===== config.mk =====
export PLATFORM = sky130hd
export DESIGN_NAME = vco_cal_fsm
export DESIGN_NICKNAME = d
export VERILOG_FILES = /design/src/include/vco_cal_pkg.sv /design/src/design/vco_cal_fsm.sv
export SDC_FILE = /design/constraint.sdc
export NUM_CORES = 1
export LEC_CHECK = 0
export BUFFER_PORTS_ARGS = -buffer_cell sky130_fd_sc_hd__buf_2
export CORE_AREA = 2 2 171 173
export DETAILED_ROUTE_END_ITERATION = 16
export DIE_AREA = 0 0 173 175
export PLACE_DENSITY = 0.8
export SYNTH_ARGS = -nofsm -noshare
export SYNTH_HDL_FRONTEND = slang
export SYNTH_SLANG_ARGS = --single-unit

===== constraint.sdc =====
create_clock -name CLK_I -period 12.42 [get_ports CLK_I]
set_input_delay 1.242 -clock CLK_I [delete_from_list [all_inputs] [get_ports CLK_I]]
set_output_delay 1.242 -clock CLK_I [all_outputs]
set_load 0.01 [all_outputs]

===== src/include/vco_cal_pkg.sv =====
package vco_cal_pkg;
  // register indices; byte address is four times the index
  localparam logic [7:0] IDX_REFDIV = 8'h02;
  localparam logic [7:0] IDX_INT = 8'h03;
  localparam logic [7:0] IDX_FRAC = 8'h04;
  localparam logic [7:0] IDX_FWD = 8'h05;
  localparam logic [7:0] IDX_LDCFG = 8'h07;
  localparam logic [7:0] IDX_CALCFG = 8'h0a;
  localparam logic [7:0] IDX_SWSTAT = 8'h10;
  localparam logic [7:0] IDX_CNTERR = 8'h11;
  // field positions
  localparam int RELOCK_BIT = 13;
  localparam int CALDIS_BIT = 11;
  localparam int NSEL_LO = 0;
  localparam int KSEL_LO = 6;
  localparam int MSEL_LO = 13;
  localparam int SW_LO = 8;
  localparam int RSVD_BIT = 13;
  localparam int ADDR_HI = 6;
  localparam int ID_W = 3;
  localparam int DATA_LO = 7;
  localparam int BUSY_BIT = 8;
  localparam int SKIP_BIT = 9;
  localparam int FRAC_BITS = 24;
  // widths
  localparam int REFDIV_W = 14;
  localparam int INT_W = 19;
  localparam int FRAC_W = 24;
  localparam int FWD_W = 16;
  localparam int CALCFG_W = 15;
  localparam int ERR_W = 20;
  localparam int CNT_W = 32;
  // reset values
  localparam logic [13:0] REFDIV_RST = 14'h0001;
  localparam logic [18:0] INT_RST = 19'h00000;
  localparam logic [23:0] FRAC_RST = 24'h000000;
  localparam logic [15:0] FWD_RST = 16'h0000;
  localparam logic [14:0] CALCFG_RST = 15'h0000;
  localparam logic [5:0] OUTDIV_RST = 6'h01;
  // serial link and timing
  localparam logic [3:0] OUTDIV_REG = 4'h2;
  localparam logic [5:0] OUTDIV_MAX = 6'h3e;
  localparam logic [4:0] XFER_CYC = 5'h14;
  localparam logic [4:0] XFER_BITS = 5'h10;
  localparam logic [8:0] WAIT_UNIT = 9'h080;
  typedef enum logic [2:0] {S_IDLE, S_XFER, S_WAIT, S_MEAS, S_FINAL} cal_state_t;
endpackage


===== src/design/vco_cal_fsm.sv =====
// Functional notes
// - fundamental or even divide 2..62 selectable
// - new frequency selects switch setting automatically
// - host may write forwarding register directly
// - hold tuning midpoint, count, search switch
// - calibration keeps target id and address
// - auto relock on lock loss, once
// - calibration enabled starts on frequency change
// - rewriting same frequency reruns calibration
// - window is reference times R times 2^n
// - codes 0-3 direct, 4-7 give 5..8
// - expected count floor of N times 2^n
// - calibration clock reference over 1/4/16/32
// - calibration clock drives the serial link
// - serial transfer takes twenty calibration clock cycles
// - k times 128 wait cycles before measuring
// - divider released only after final switch
// - calibration can be disabled for manual tuning
// - forwarding write shifts 16 bits msb first
// - calibration only with low seven bits zero
// - selected switch readable in status field
`timescale 1ns/1ps
`default_nettype none
module vco_cal_fsm
  import vco_cal_pkg::*;
#(
  parameter int SW_W = 5
)(
  input wire logic CLK_I,
  input wire logic RST_N_I,
  input wire logic HSEL_I,
  input wire logic [31:0] HADDR_I,
  input wire logic [1:0] HTRANS_I,
  input wire logic HWRITE_I,
  input wire logic [2:0] HSIZE_I,
  input wire logic [31:0] HWDATA_I,
  input wire logic HREADY_I,
  output logic HREADYOUT_O,
  output logic [31:0] HRDATA_O,
  output logic HRESP_O,
  input wire logic REF_TICK_I,
  input wire logic VCO_TICK_I,
  input wire logic LOCK_I,
  output logic VSL_SEN_N_O,
  output logic VSL_SCK_O,
  output logic VSL_SDO_O,
  output logic VTUNE_HOLD_O,
  output logic MOD_LOAD_O,
  output logic [18:0] MOD_INT_O,
  output logic [23:0] MOD_FRAC_O,
  output logic [5:0] OUT_DIV_O,
  output logic CAL_BUSY_O
);

  function automatic logic [3:0] n_of(input logic [2:0] code);
    n_of = (code < 3'h4) ? {1'b0, code} : ({1'b0, code} + 4'h1);
  endfunction

  function automatic logic [5:0] caldiv_of(input logic [1:0] m);
    case (m)
      2'h0: caldiv_of = 6'h01;
      2'h1: caldiv_of = 6'h04;
      2'h2: caldiv_of = 6'h10;
      default: caldiv_of = 6'h20;
    endcase
  endfunction

  function automatic logic [CNT_W-1:0] expect_of(input logic [18:0] ni, input logic [23:0] nf,
                                                 input logic [3:0] n);
    logic [50:0] full;
    full = {8'h00, ni, nf} << n;
    expect_of = {5'h00, full[50:FRAC_BITS]};
  endfunction

  // bus and register state
  logic hwr_r, hwr_nxt, relock_en_r, relock_en_nxt, skip_r, skip_nxt;
  logic [7:0] hidx_r, hidx_nxt;
  logic [31:0] hrdata_r, hrdata_nxt, rd_mux;
  logic [13:0] refdiv_r, refdiv_nxt;
  logic [18:0] int_r, int_nxt, mint_r, mint_nxt;
  logic [23:0] frac_r, frac_nxt, mfrac_r, mfrac_nxt;
  logic [15:0] fwd_r, fwd_nxt, sh_r, sh_nxt, cal_word;
  logic [14:0] calcfg_r, calcfg_nxt;
  logic [ERR_W-1:0] err_r, err_nxt;
  // calibration state
  cal_state_t st_r, st_nxt;
  logic [5:0] cdiv_r, cdiv_nxt, odiv_r, odiv_nxt, div_req;
  logic [SW_W-1:0] sw_r, sw_nxt, bit_r, bit_nxt;
  logic [8:0] wait_r, wait_nxt;
  logic [21:0] win_r, win_nxt, win_len;
  logic [CNT_W-1:0] cnt_r, cnt_nxt, exp_cnt, diff;
  logic relock_used_r, relock_used_nxt, lock_d_r, lock_d_nxt, resend_r, resend_nxt;
  // serial link state
  logic [4:0] bc_r, bc_nxt;
  logic xfer_r, xfer_nxt, sen_n_r, sen_n_nxt, sck_r, sck_nxt, sck_arm_r, sck_arm_nxt;
  logic sdo_r, sdo_nxt, hold_r, hold_nxt, load_r, load_nxt;
  logic cal_tick, freq_wr, fwd_wr, start;

  always_comb
  begin
    rd_mux = 32'h0000_0000;
    case (HADDR_I[9:2])
      IDX_REFDIV: rd_mux = {18'h00000, refdiv_r};
      IDX_INT: rd_mux = {13'h0000, int_r};
      IDX_FRAC: rd_mux = {8'h00, frac_r};
      IDX_FWD: rd_mux = {16'h0000, fwd_r};
      IDX_LDCFG: rd_mux = {18'h00000, relock_en_r, 13'h0000};
      IDX_CALCFG: rd_mux = {17'h00000, calcfg_r};
      IDX_SWSTAT: rd_mux = {22'h000000, skip_r, st_r != S_IDLE, fwd_r[15:DATA_LO+1]};
      IDX_CNTERR: rd_mux = {12'h000, err_r};
      default: rd_mux = 32'h0000_0000;
    endcase
  end

  always_comb
  begin
    hwr_nxt = HSEL_I && HREADY_I && HTRANS_I[1] && HWRITE_I;
    hidx_nxt = HADDR_I[9:2];
    hrdata_nxt = (HSEL_I && HREADY_I && HTRANS_I[1] && !HWRITE_I) ? rd_mux : hrdata_r;
    refdiv_nxt = refdiv_r;
    int_nxt = int_r;
    frac_nxt = frac_r;
    fwd_nxt = fwd_r;
    relock_en_nxt = relock_en_r;
    calcfg_nxt = calcfg_r;
    freq_wr = 1'b0;
    fwd_wr = 1'b0;
    if (hwr_r)
    begin
      case (hidx_r)
        IDX_REFDIV: refdiv_nxt = HWDATA_I[REFDIV_W-1:0];
        IDX_INT: int_nxt = HWDATA_I[INT_W-1:0];
        IDX_FRAC: frac_nxt = HWDATA_I[FRAC_W-1:0];
        IDX_FWD: fwd_nxt = HWDATA_I[FWD_W-1:0];
        IDX_LDCFG: relock_en_nxt = HWDATA_I[RELOCK_BIT];
        IDX_CALCFG: calcfg_nxt = HWDATA_I[CALCFG_W-1:0];
        default: ;
      endcase
      // identical rewrite still counts as a request
      freq_wr = (hidx_r == IDX_INT) || (hidx_r == IDX_FRAC);
      fwd_wr = (hidx_r == IDX_FWD);
    end
    // >= so that a smaller divider chosen mid-count does not wait for a wrap
    cal_tick = REF_TICK_I && (cdiv_r >= caldiv_of(calcfg_r[MSEL_LO+1:MSEL_LO]) - 6'h01);
    cdiv_nxt = REF_TICK_I ? (cal_tick ? 6'h00 : cdiv_r + 6'h01) : cdiv_r;
    win_len = 22'({8'h00, refdiv_r} << n_of(calcfg_r[NSEL_LO+2:NSEL_LO]));
    exp_cnt = expect_of(int_r, frac_r, n_of(calcfg_r[NSEL_LO+2:NSEL_LO]));
    diff = cnt_r - exp_cnt;
    // calibration drives the switch bits and sets bit 13; id and address stay
    cal_word = {fwd_r[15:14], 1'b1, sw_r, fwd_r[7:0]};
    lock_d_nxt = LOCK_I;
    relock_used_nxt = freq_wr ? 1'b0 : relock_used_r;
    start = 1'b0;
    if (freq_wr && !calcfg_r[CALDIS_BIT])
      start = 1'b1;
    else if (relock_en_r && lock_d_r && !LOCK_I && !relock_used_r && st_r == S_IDLE)
    begin
      start = 1'b1;
      relock_used_nxt = 1'b1;
    end
    st_nxt = st_r;
    sw_nxt = sw_r;
    bit_nxt = bit_r;
    wait_nxt = wait_r;
    win_nxt = win_r;
    cnt_nxt = cnt_r;
    err_nxt = err_r;
    skip_nxt = skip_r;
    sh_nxt = sh_r;
    bc_nxt = bc_r;
    xfer_nxt = xfer_r;
    sen_n_nxt = sen_n_r;
    sck_nxt = sck_arm_r;
    sck_arm_nxt = 1'b0;
    resend_nxt = resend_r;
    sdo_nxt = sdo_r;
    load_nxt = 1'b0;
    mint_nxt = mint_r;
    mfrac_nxt = mfrac_r;
    odiv_nxt = odiv_r;
    // serial engine: twenty calibration cycles per word, sixteen carry data
    if (xfer_r && cal_tick)
    begin
      if (bc_r < XFER_BITS)
      begin
        sen_n_nxt = 1'b0;
        sdo_nxt = sh_r[15];
        sh_nxt = {sh_r[14:0], 1'b0};
        sck_arm_nxt = 1'b1;
      end
      else
      begin
        sen_n_nxt = 1'b1;
        sdo_nxt = 1'b0;
      end
      bc_nxt = bc_r + 5'h01;
      if (bc_r == XFER_CYC - 5'h01)
        xfer_nxt = 1'b0;
    end
    if (fwd_wr && st_r == S_IDLE)
    begin
      sh_nxt = HWDATA_I[15:0];
      bc_nxt = 5'h00;
      xfer_nxt = 1'b1;
      div_req = HWDATA_I[DATA_LO+5:DATA_LO];
      if (HWDATA_I[ADDR_HI:0] == {OUTDIV_REG, 3'h0} &&
          (div_req == 6'h01 || (!div_req[0] && div_req != 6'h00 && div_req <= OUTDIV_MAX)))
        odiv_nxt = div_req;
    end
    else
      div_req = 6'h00;
    case (st_r)
      S_IDLE: ;
      S_XFER:
        if (!xfer_r && resend_r)
        begin
          sh_nxt = cal_word;
          bc_nxt = 5'h00;
          xfer_nxt = 1'b1;
          resend_nxt = 1'b0;
        end
        else if (!xfer_r)
        begin
          st_nxt = S_WAIT;
          wait_nxt = 9'({7'h00, calcfg_r[KSEL_LO+1:KSEL_LO]} * WAIT_UNIT);
        end
      S_WAIT:
        if (wait_r == 9'h000)
        begin
          st_nxt = S_MEAS;
          win_nxt = win_len;
          cnt_nxt = '0;
        end
        else if (cal_tick)
          wait_nxt = wait_r - 9'h001;
      S_MEAS:
      begin
        if (VCO_TICK_I)
          cnt_nxt = cnt_r + 32'h0000_0001;
        if (REF_TICK_I)
          win_nxt = win_r - 22'h000001;
        if (REF_TICK_I && win_r == 22'h000001)
        begin
          err_nxt = diff[ERR_W-1:0];
          // too fast keeps more capacitance switched in
          if (cnt_r <= exp_cnt)
            sw_nxt = sw_r & ~bit_r;
          if (bit_r[0])
          begin
            sh_nxt = {fwd_r[15:14], 1'b1, (cnt_r <= exp_cnt) ? (sw_r & ~bit_r) : sw_r, fwd_r[7:0]};
            st_nxt = S_FINAL;
          end
          else
          begin
            sw_nxt = ((cnt_r <= exp_cnt) ? (sw_r & ~bit_r) : sw_r) | (bit_r >> 1);
            bit_nxt = bit_r >> 1;
            sh_nxt = {fwd_r[15:14], 1'b1, ((cnt_r <= exp_cnt) ? (sw_r & ~bit_r) : sw_r)
                      | (bit_r >> 1), fwd_r[7:0]};
            st_nxt = S_XFER;
          end
          bc_nxt = 5'h00;
          xfer_nxt = 1'b1;
        end
      end
      S_FINAL:
        if (!xfer_r)
        begin
          st_nxt = S_IDLE;
          fwd_nxt[SW_LO+SW_W-1:SW_LO] = sw_r;
          fwd_nxt[RSVD_BIT] = 1'b1;
          load_nxt = 1'b1;
          mint_nxt = int_r;
          mfrac_nxt = frac_r;
        end
      default: st_nxt = S_IDLE;
    endcase
    if (start)
    begin
      if (fwd_r[ADDR_HI:0] != 7'h00)
      begin
        skip_nxt = 1'b1;
        resend_nxt = 1'b0;
        st_nxt = S_IDLE;
        load_nxt = 1'b1;
        mint_nxt = int_nxt;
        mfrac_nxt = frac_nxt;
      end
      else
      begin
        // restart from the top with the newest divider
        skip_nxt = 1'b0;
        st_nxt = S_XFER;
        bit_nxt = SW_W'(1) << (SW_W - 1);
        sw_nxt = SW_W'(1) << (SW_W - 1);
        // a frame already on the link is finished first; the first word follows it
        resend_nxt = xfer_r;
        if (!xfer_r)
        begin
          sh_nxt = {fwd_r[15:14], 1'b1, SW_W'(1) << (SW_W - 1), fwd_r[7:0]};
          bc_nxt = 5'h00;
          xfer_nxt = 1'b1;
        end
      end
    end
    else if (freq_wr)
    begin
      load_nxt = 1'b1;
      mint_nxt = int_nxt;
      mfrac_nxt = frac_nxt;
    end
    hold_nxt = (st_nxt != S_IDLE);
  end

  always_ff @(posedge CLK_I)
  begin
    if (!RST_N_I)
    begin
      hwr_r <= 1'b0;
      hidx_r <= 8'h00;
      hrdata_r <= 32'h0000_0000;
      refdiv_r <= REFDIV_RST;
      int_r <= INT_RST;
      frac_r <= FRAC_RST;
      fwd_r <= FWD_RST;
      relock_en_r <= 1'b0;
      calcfg_r <= CALCFG_RST;
      err_r <= '0;
      skip_r <= 1'b0;
      st_r <= S_IDLE;
      cdiv_r <= 6'h00;
      sw_r <= '0;
      bit_r <= '0;
      wait_r <= 9'h000;
      win_r <= 22'h000000;
      cnt_r <= '0;
      relock_used_r <= 1'b0;
      lock_d_r <= 1'b0;
      sh_r <= 16'h0000;
      bc_r <= 5'h00;
      xfer_r <= 1'b0;
      sen_n_r <= 1'b1;
      sck_r <= 1'b0;
      sck_arm_r <= 1'b0;
      resend_r <= 1'b0;
      sdo_r <= 1'b0;
      hold_r <= 1'b0;
      load_r <= 1'b0;
      mint_r <= INT_RST;
      mfrac_r <= FRAC_RST;
      odiv_r <= OUTDIV_RST;
    end
    else
    begin
      hwr_r <= hwr_nxt;
      hidx_r <= hidx_nxt;
      hrdata_r <= hrdata_nxt;
      refdiv_r <= refdiv_nxt;
      int_r <= int_nxt;
      frac_r <= frac_nxt;
      fwd_r <= fwd_nxt;
      relock_en_r <= relock_en_nxt;
      calcfg_r <= calcfg_nxt;
      err_r <= err_nxt;
      skip_r <= skip_nxt;
      st_r <= st_nxt;
      cdiv_r <= cdiv_nxt;
      sw_r <= sw_nxt;
      bit_r <= bit_nxt;
      wait_r <= wait_nxt;
      win_r <= win_nxt;
      cnt_r <= cnt_nxt;
      relock_used_r <= relock_used_nxt;
      lock_d_r <= lock_d_nxt;
      sh_r <= sh_nxt;
      bc_r <= bc_nxt;
      xfer_r <= xfer_nxt;
      sen_n_r <= sen_n_nxt;
      sck_r <= sck_nxt;
      sck_arm_r <= sck_arm_nxt;
      resend_r <= resend_nxt;
      sdo_r <= sdo_nxt;
      hold_r <= hold_nxt;
      load_r <= load_nxt;
      mint_r <= mint_nxt;
      mfrac_r <= mfrac_nxt;
      odiv_r <= odiv_nxt;
    end
  end

  assign HREADYOUT_O = RST_N_I | 1'b1;
  assign HRESP_O = 1'b0;
  assign HRDATA_O = hrdata_r;
  assign VSL_SEN_N_O = sen_n_r;
  assign VSL_SCK_O = sck_r;
  assign VSL_SDO_O = sdo_r;
  assign VTUNE_HOLD_O = hold_r;
  assign MOD_LOAD_O = load_r;
  assign MOD_INT_O = mint_r;
  assign MOD_FRAC_O = mfrac_r;
  assign OUT_DIV_O = odiv_r;
  assign CAL_BUSY_O = hold_r;

endmodule
`default_nettype wire


==> flow_metrics.tcl <==
set metrics [dict create \
    cp-start-kind "flop" \
    fin_util 0.656 \
    antenna_found_initial 1 \
    synthSimpleGateAreaFrac 0.208 \
    nets 2213 \
    cts_root_buf "clkbuf_16" \
    status "finished clean" \
    synthTopCellsByArea "dfxtp_1, mux2i_1, nand2_1" \
    async_reset_ff_frac 0 \
    worstRegToRegCells 17 \
    syn_inst 2056 \
    min_from "sck_arm_r" \
    synth_fa_ha_area_frac 0.0309 \
    grt_max_degree 98 \
    netlist_area_um2 16900 \
    postCtsSetupRepairBufs 0 \
    place_congestion 0.954 \
    yosys-top-cells-count "dfxtp_1, nand2_1, nor2_1" \
    wirelength_um 50800 \
    cts_buffers 35 \
    finalSetupViolCount 0 \
    start_util 0.594 \
    cts.sinks 305 \
    ys_warn_count 0 \
    grt_overflow 0 \
    drt-vias-per-instance 6.26 \
    synth_top_family_by_area "simple AND/OR/NAND/NOR gates" \
    diodes 0 \
    synth.avg_cell_area_um2 8.20 \
    drc 0 \
    slew_headroom 0.197 \
    die_h_um 175 \
    cap_violations 0 \
    grt_pass1_wl_um 78800 \
    die_area_um2 30300 \
    hold_viol 0 \
    p_leak_nw 7.65 \
    io_pins 166 \
    synth_edf_count 0 \
    powerDensity_nw_per_um2 110 \
    ys_ff_latch 305 \
    fin_skew_ps 24.2 \
    hold_depth 1 \
    hold_end "VSL_SCK_O" \
    path_clk_slew_ps 60 \
    hold_path.class "reg -> reg" \
    worstSetupPathType "reg -> reg" \
    htree_levels 2 \
    drv_slew 0 \
    cts_resized 0 \
    regArea_um2 6110 \
    clk_latency_ps 520 \
    arrival_ps 5640 \
    r2r-end "sh_r[12]" \
    wl_per_cell_um 20.3 \
    dp_hpwl_um 35100 \
    ant_nets 0 \
    first_pass_iters 6 \
    finalCritPeriodShare 0.424 \
    dr_total_vias 15679 \
    clock_path_buffers 3 \
    multiInputGateArea_um2 10000 \
    muxShareOfSynthArea 0.156 \
    crit_fanout 45 \
    grt_pass1_vias 14610 \
    synth_top_area_share 0.362 \
    r2r-start "calcfg_r[0]" \
    core_um2 28400 \
    finalSetupTns_ps 0 \
    clock.fmax_mhz 190 \
    synth_ff_type "dfxtp_1" \
    synth.most_common_cell "dfxtp_1" \
    grt_usage 0.321 \
    synth-compound-area-share 0.166 \
    ys_types 82 \
    worstSetupEndpointType "flop" \
    cts_hold_buf 0 \
    yosysSeqAreaShare 0.362 \
    layout-drive-gt1-share 0.129 \
    crit_required_ps 12800 \
    area_growth_pct 10.5 \
    worst_slew_pin_slew_ps 1200 \
    fp.dieW_um 173 \
    synth_area_leader_cell "dfxtp_1" \
    rsz0062_at_grt "no" \
    fin_crit_ps 5270 \
    drt_iter0_drc 1806 \
    n_fill_cell 2377 \
    vdd_drop_max_mv 0.114 \
    cts_tree "built" \
    rows 62 \
    port_buffers 119 \
    rrSetupSlack_ps 7150 \
    synth_xor_area_frac 0.0311 \
]
-- worst max path at each step --
stage	startpoint	to	slack [ps]	cells after the start
after global placement	calcfg_r[0]	sh_r[12]	7360	17
after global routing	calcfg_r[0]	sh_r[12]	6730	17
after floorplan	calcfg_r[2]	err_r[19]	8110	19
final	calcfg_r[0]	sh_r[12]	7150	17
after CTS	calcfg_r[0]	sh_r[12]	7260	17
after detailed placement	calcfg_r[0]	sh_r[12]	7280	17
-- state kept, by name, indices dropped and copies added (netlist names), 8 cells and up --
signal	flops
refdiv_r	14
calcfg_r	15
cnt_r	32
frac_r	24
hidx_r	8
HRDATA_O	24
err_r	20
int_r	19
fwd_r	16
MOD_INT_O	19
wait_r	9
win_r	22
sh_r	16
MOD_FRAC_O	24
-- metal layers --
metal	global-route usage	part of all wire
met4	0.129	0.040
met5	0	0.00026
met2	0.534	0.47
met1	0.418	0.41
met3	0.0503	0.086
-- logic make-up after synthesis --
group	after synthesis
compound gates	454
other cells	2
buf+inv	180
mux	255
xor+xnor	59
fa+ha+maj	41
flops	305
simple gates	760
-- cell type report --
class / instances / share of cell area
inverter: 29 / 0.00611
multi-input combinational: 1579 / 0.539
tap: 384 / 0.0258
clock buffer: 53 / 0.0539
clock inverter: 9 / 0.00497
sequential: 305 / 0.328
timing repair buffer: 145 / 0.0425
-- worst max-delay path: stages (launching register included) --
cell and delay (ps):
dfxtp_1 420, ha_1 360, mux2_2 890, mux2i_1 360, mux2i_1 150, a21oi_1 200
ha_1 190, inv_1 50, fa_1 390, a21oi_1 280, a2bb2oi_1 250, a21oi_1 150
a31oi_1 400, o211ai_1 130, nand2_1 250, nand2_1 250, o211ai_1 280, a21oi_1 90
-- metrics by stage --
step	total power, mW	setup WS, ps	hold WS (ps)	instances	area (um^2)
2_1_floorplan	1.04	8110	412	2064	16900
3_3_place_gp	1.06	7360	424	2441	17500
3_5_place_dp	1.06	7280	428	2441	17500
4_1_cts	2.04	7260	448	2503	18600
5_1_grt	2.09	6730	468	2504	18600
6_report	2.04	7150	445	2504	18600
-- power by group --
part / total [mW] / leakage (nW) / switching (mW) / internal, mW
Combinational: 0.0616 / 4.65 / 0.0472 / 0.0144
Sequential: 0.985 / 2.46 / 0.00307 / 0.982
Clock: 0.994 / 0.540 / 0.413 / 0.581
-- cells in the final DEF, fill, tap and decap left out, drive strengths merged, types with 40 or more instances in the layout --
| cell type | n |
|---|---|
| nor2 | 226 |
| nand3 | 75 |
| o21ai | 83 |
| ha | 40 |
| nand2 | 289 |
| a21oi | 188 |
| buf | 145 |
| mux2 | 48 |
| clkbuf | 53 |
| mux2i | 206 |
| dfxtp | 305 |
Power figures use the tool's default switching activity.
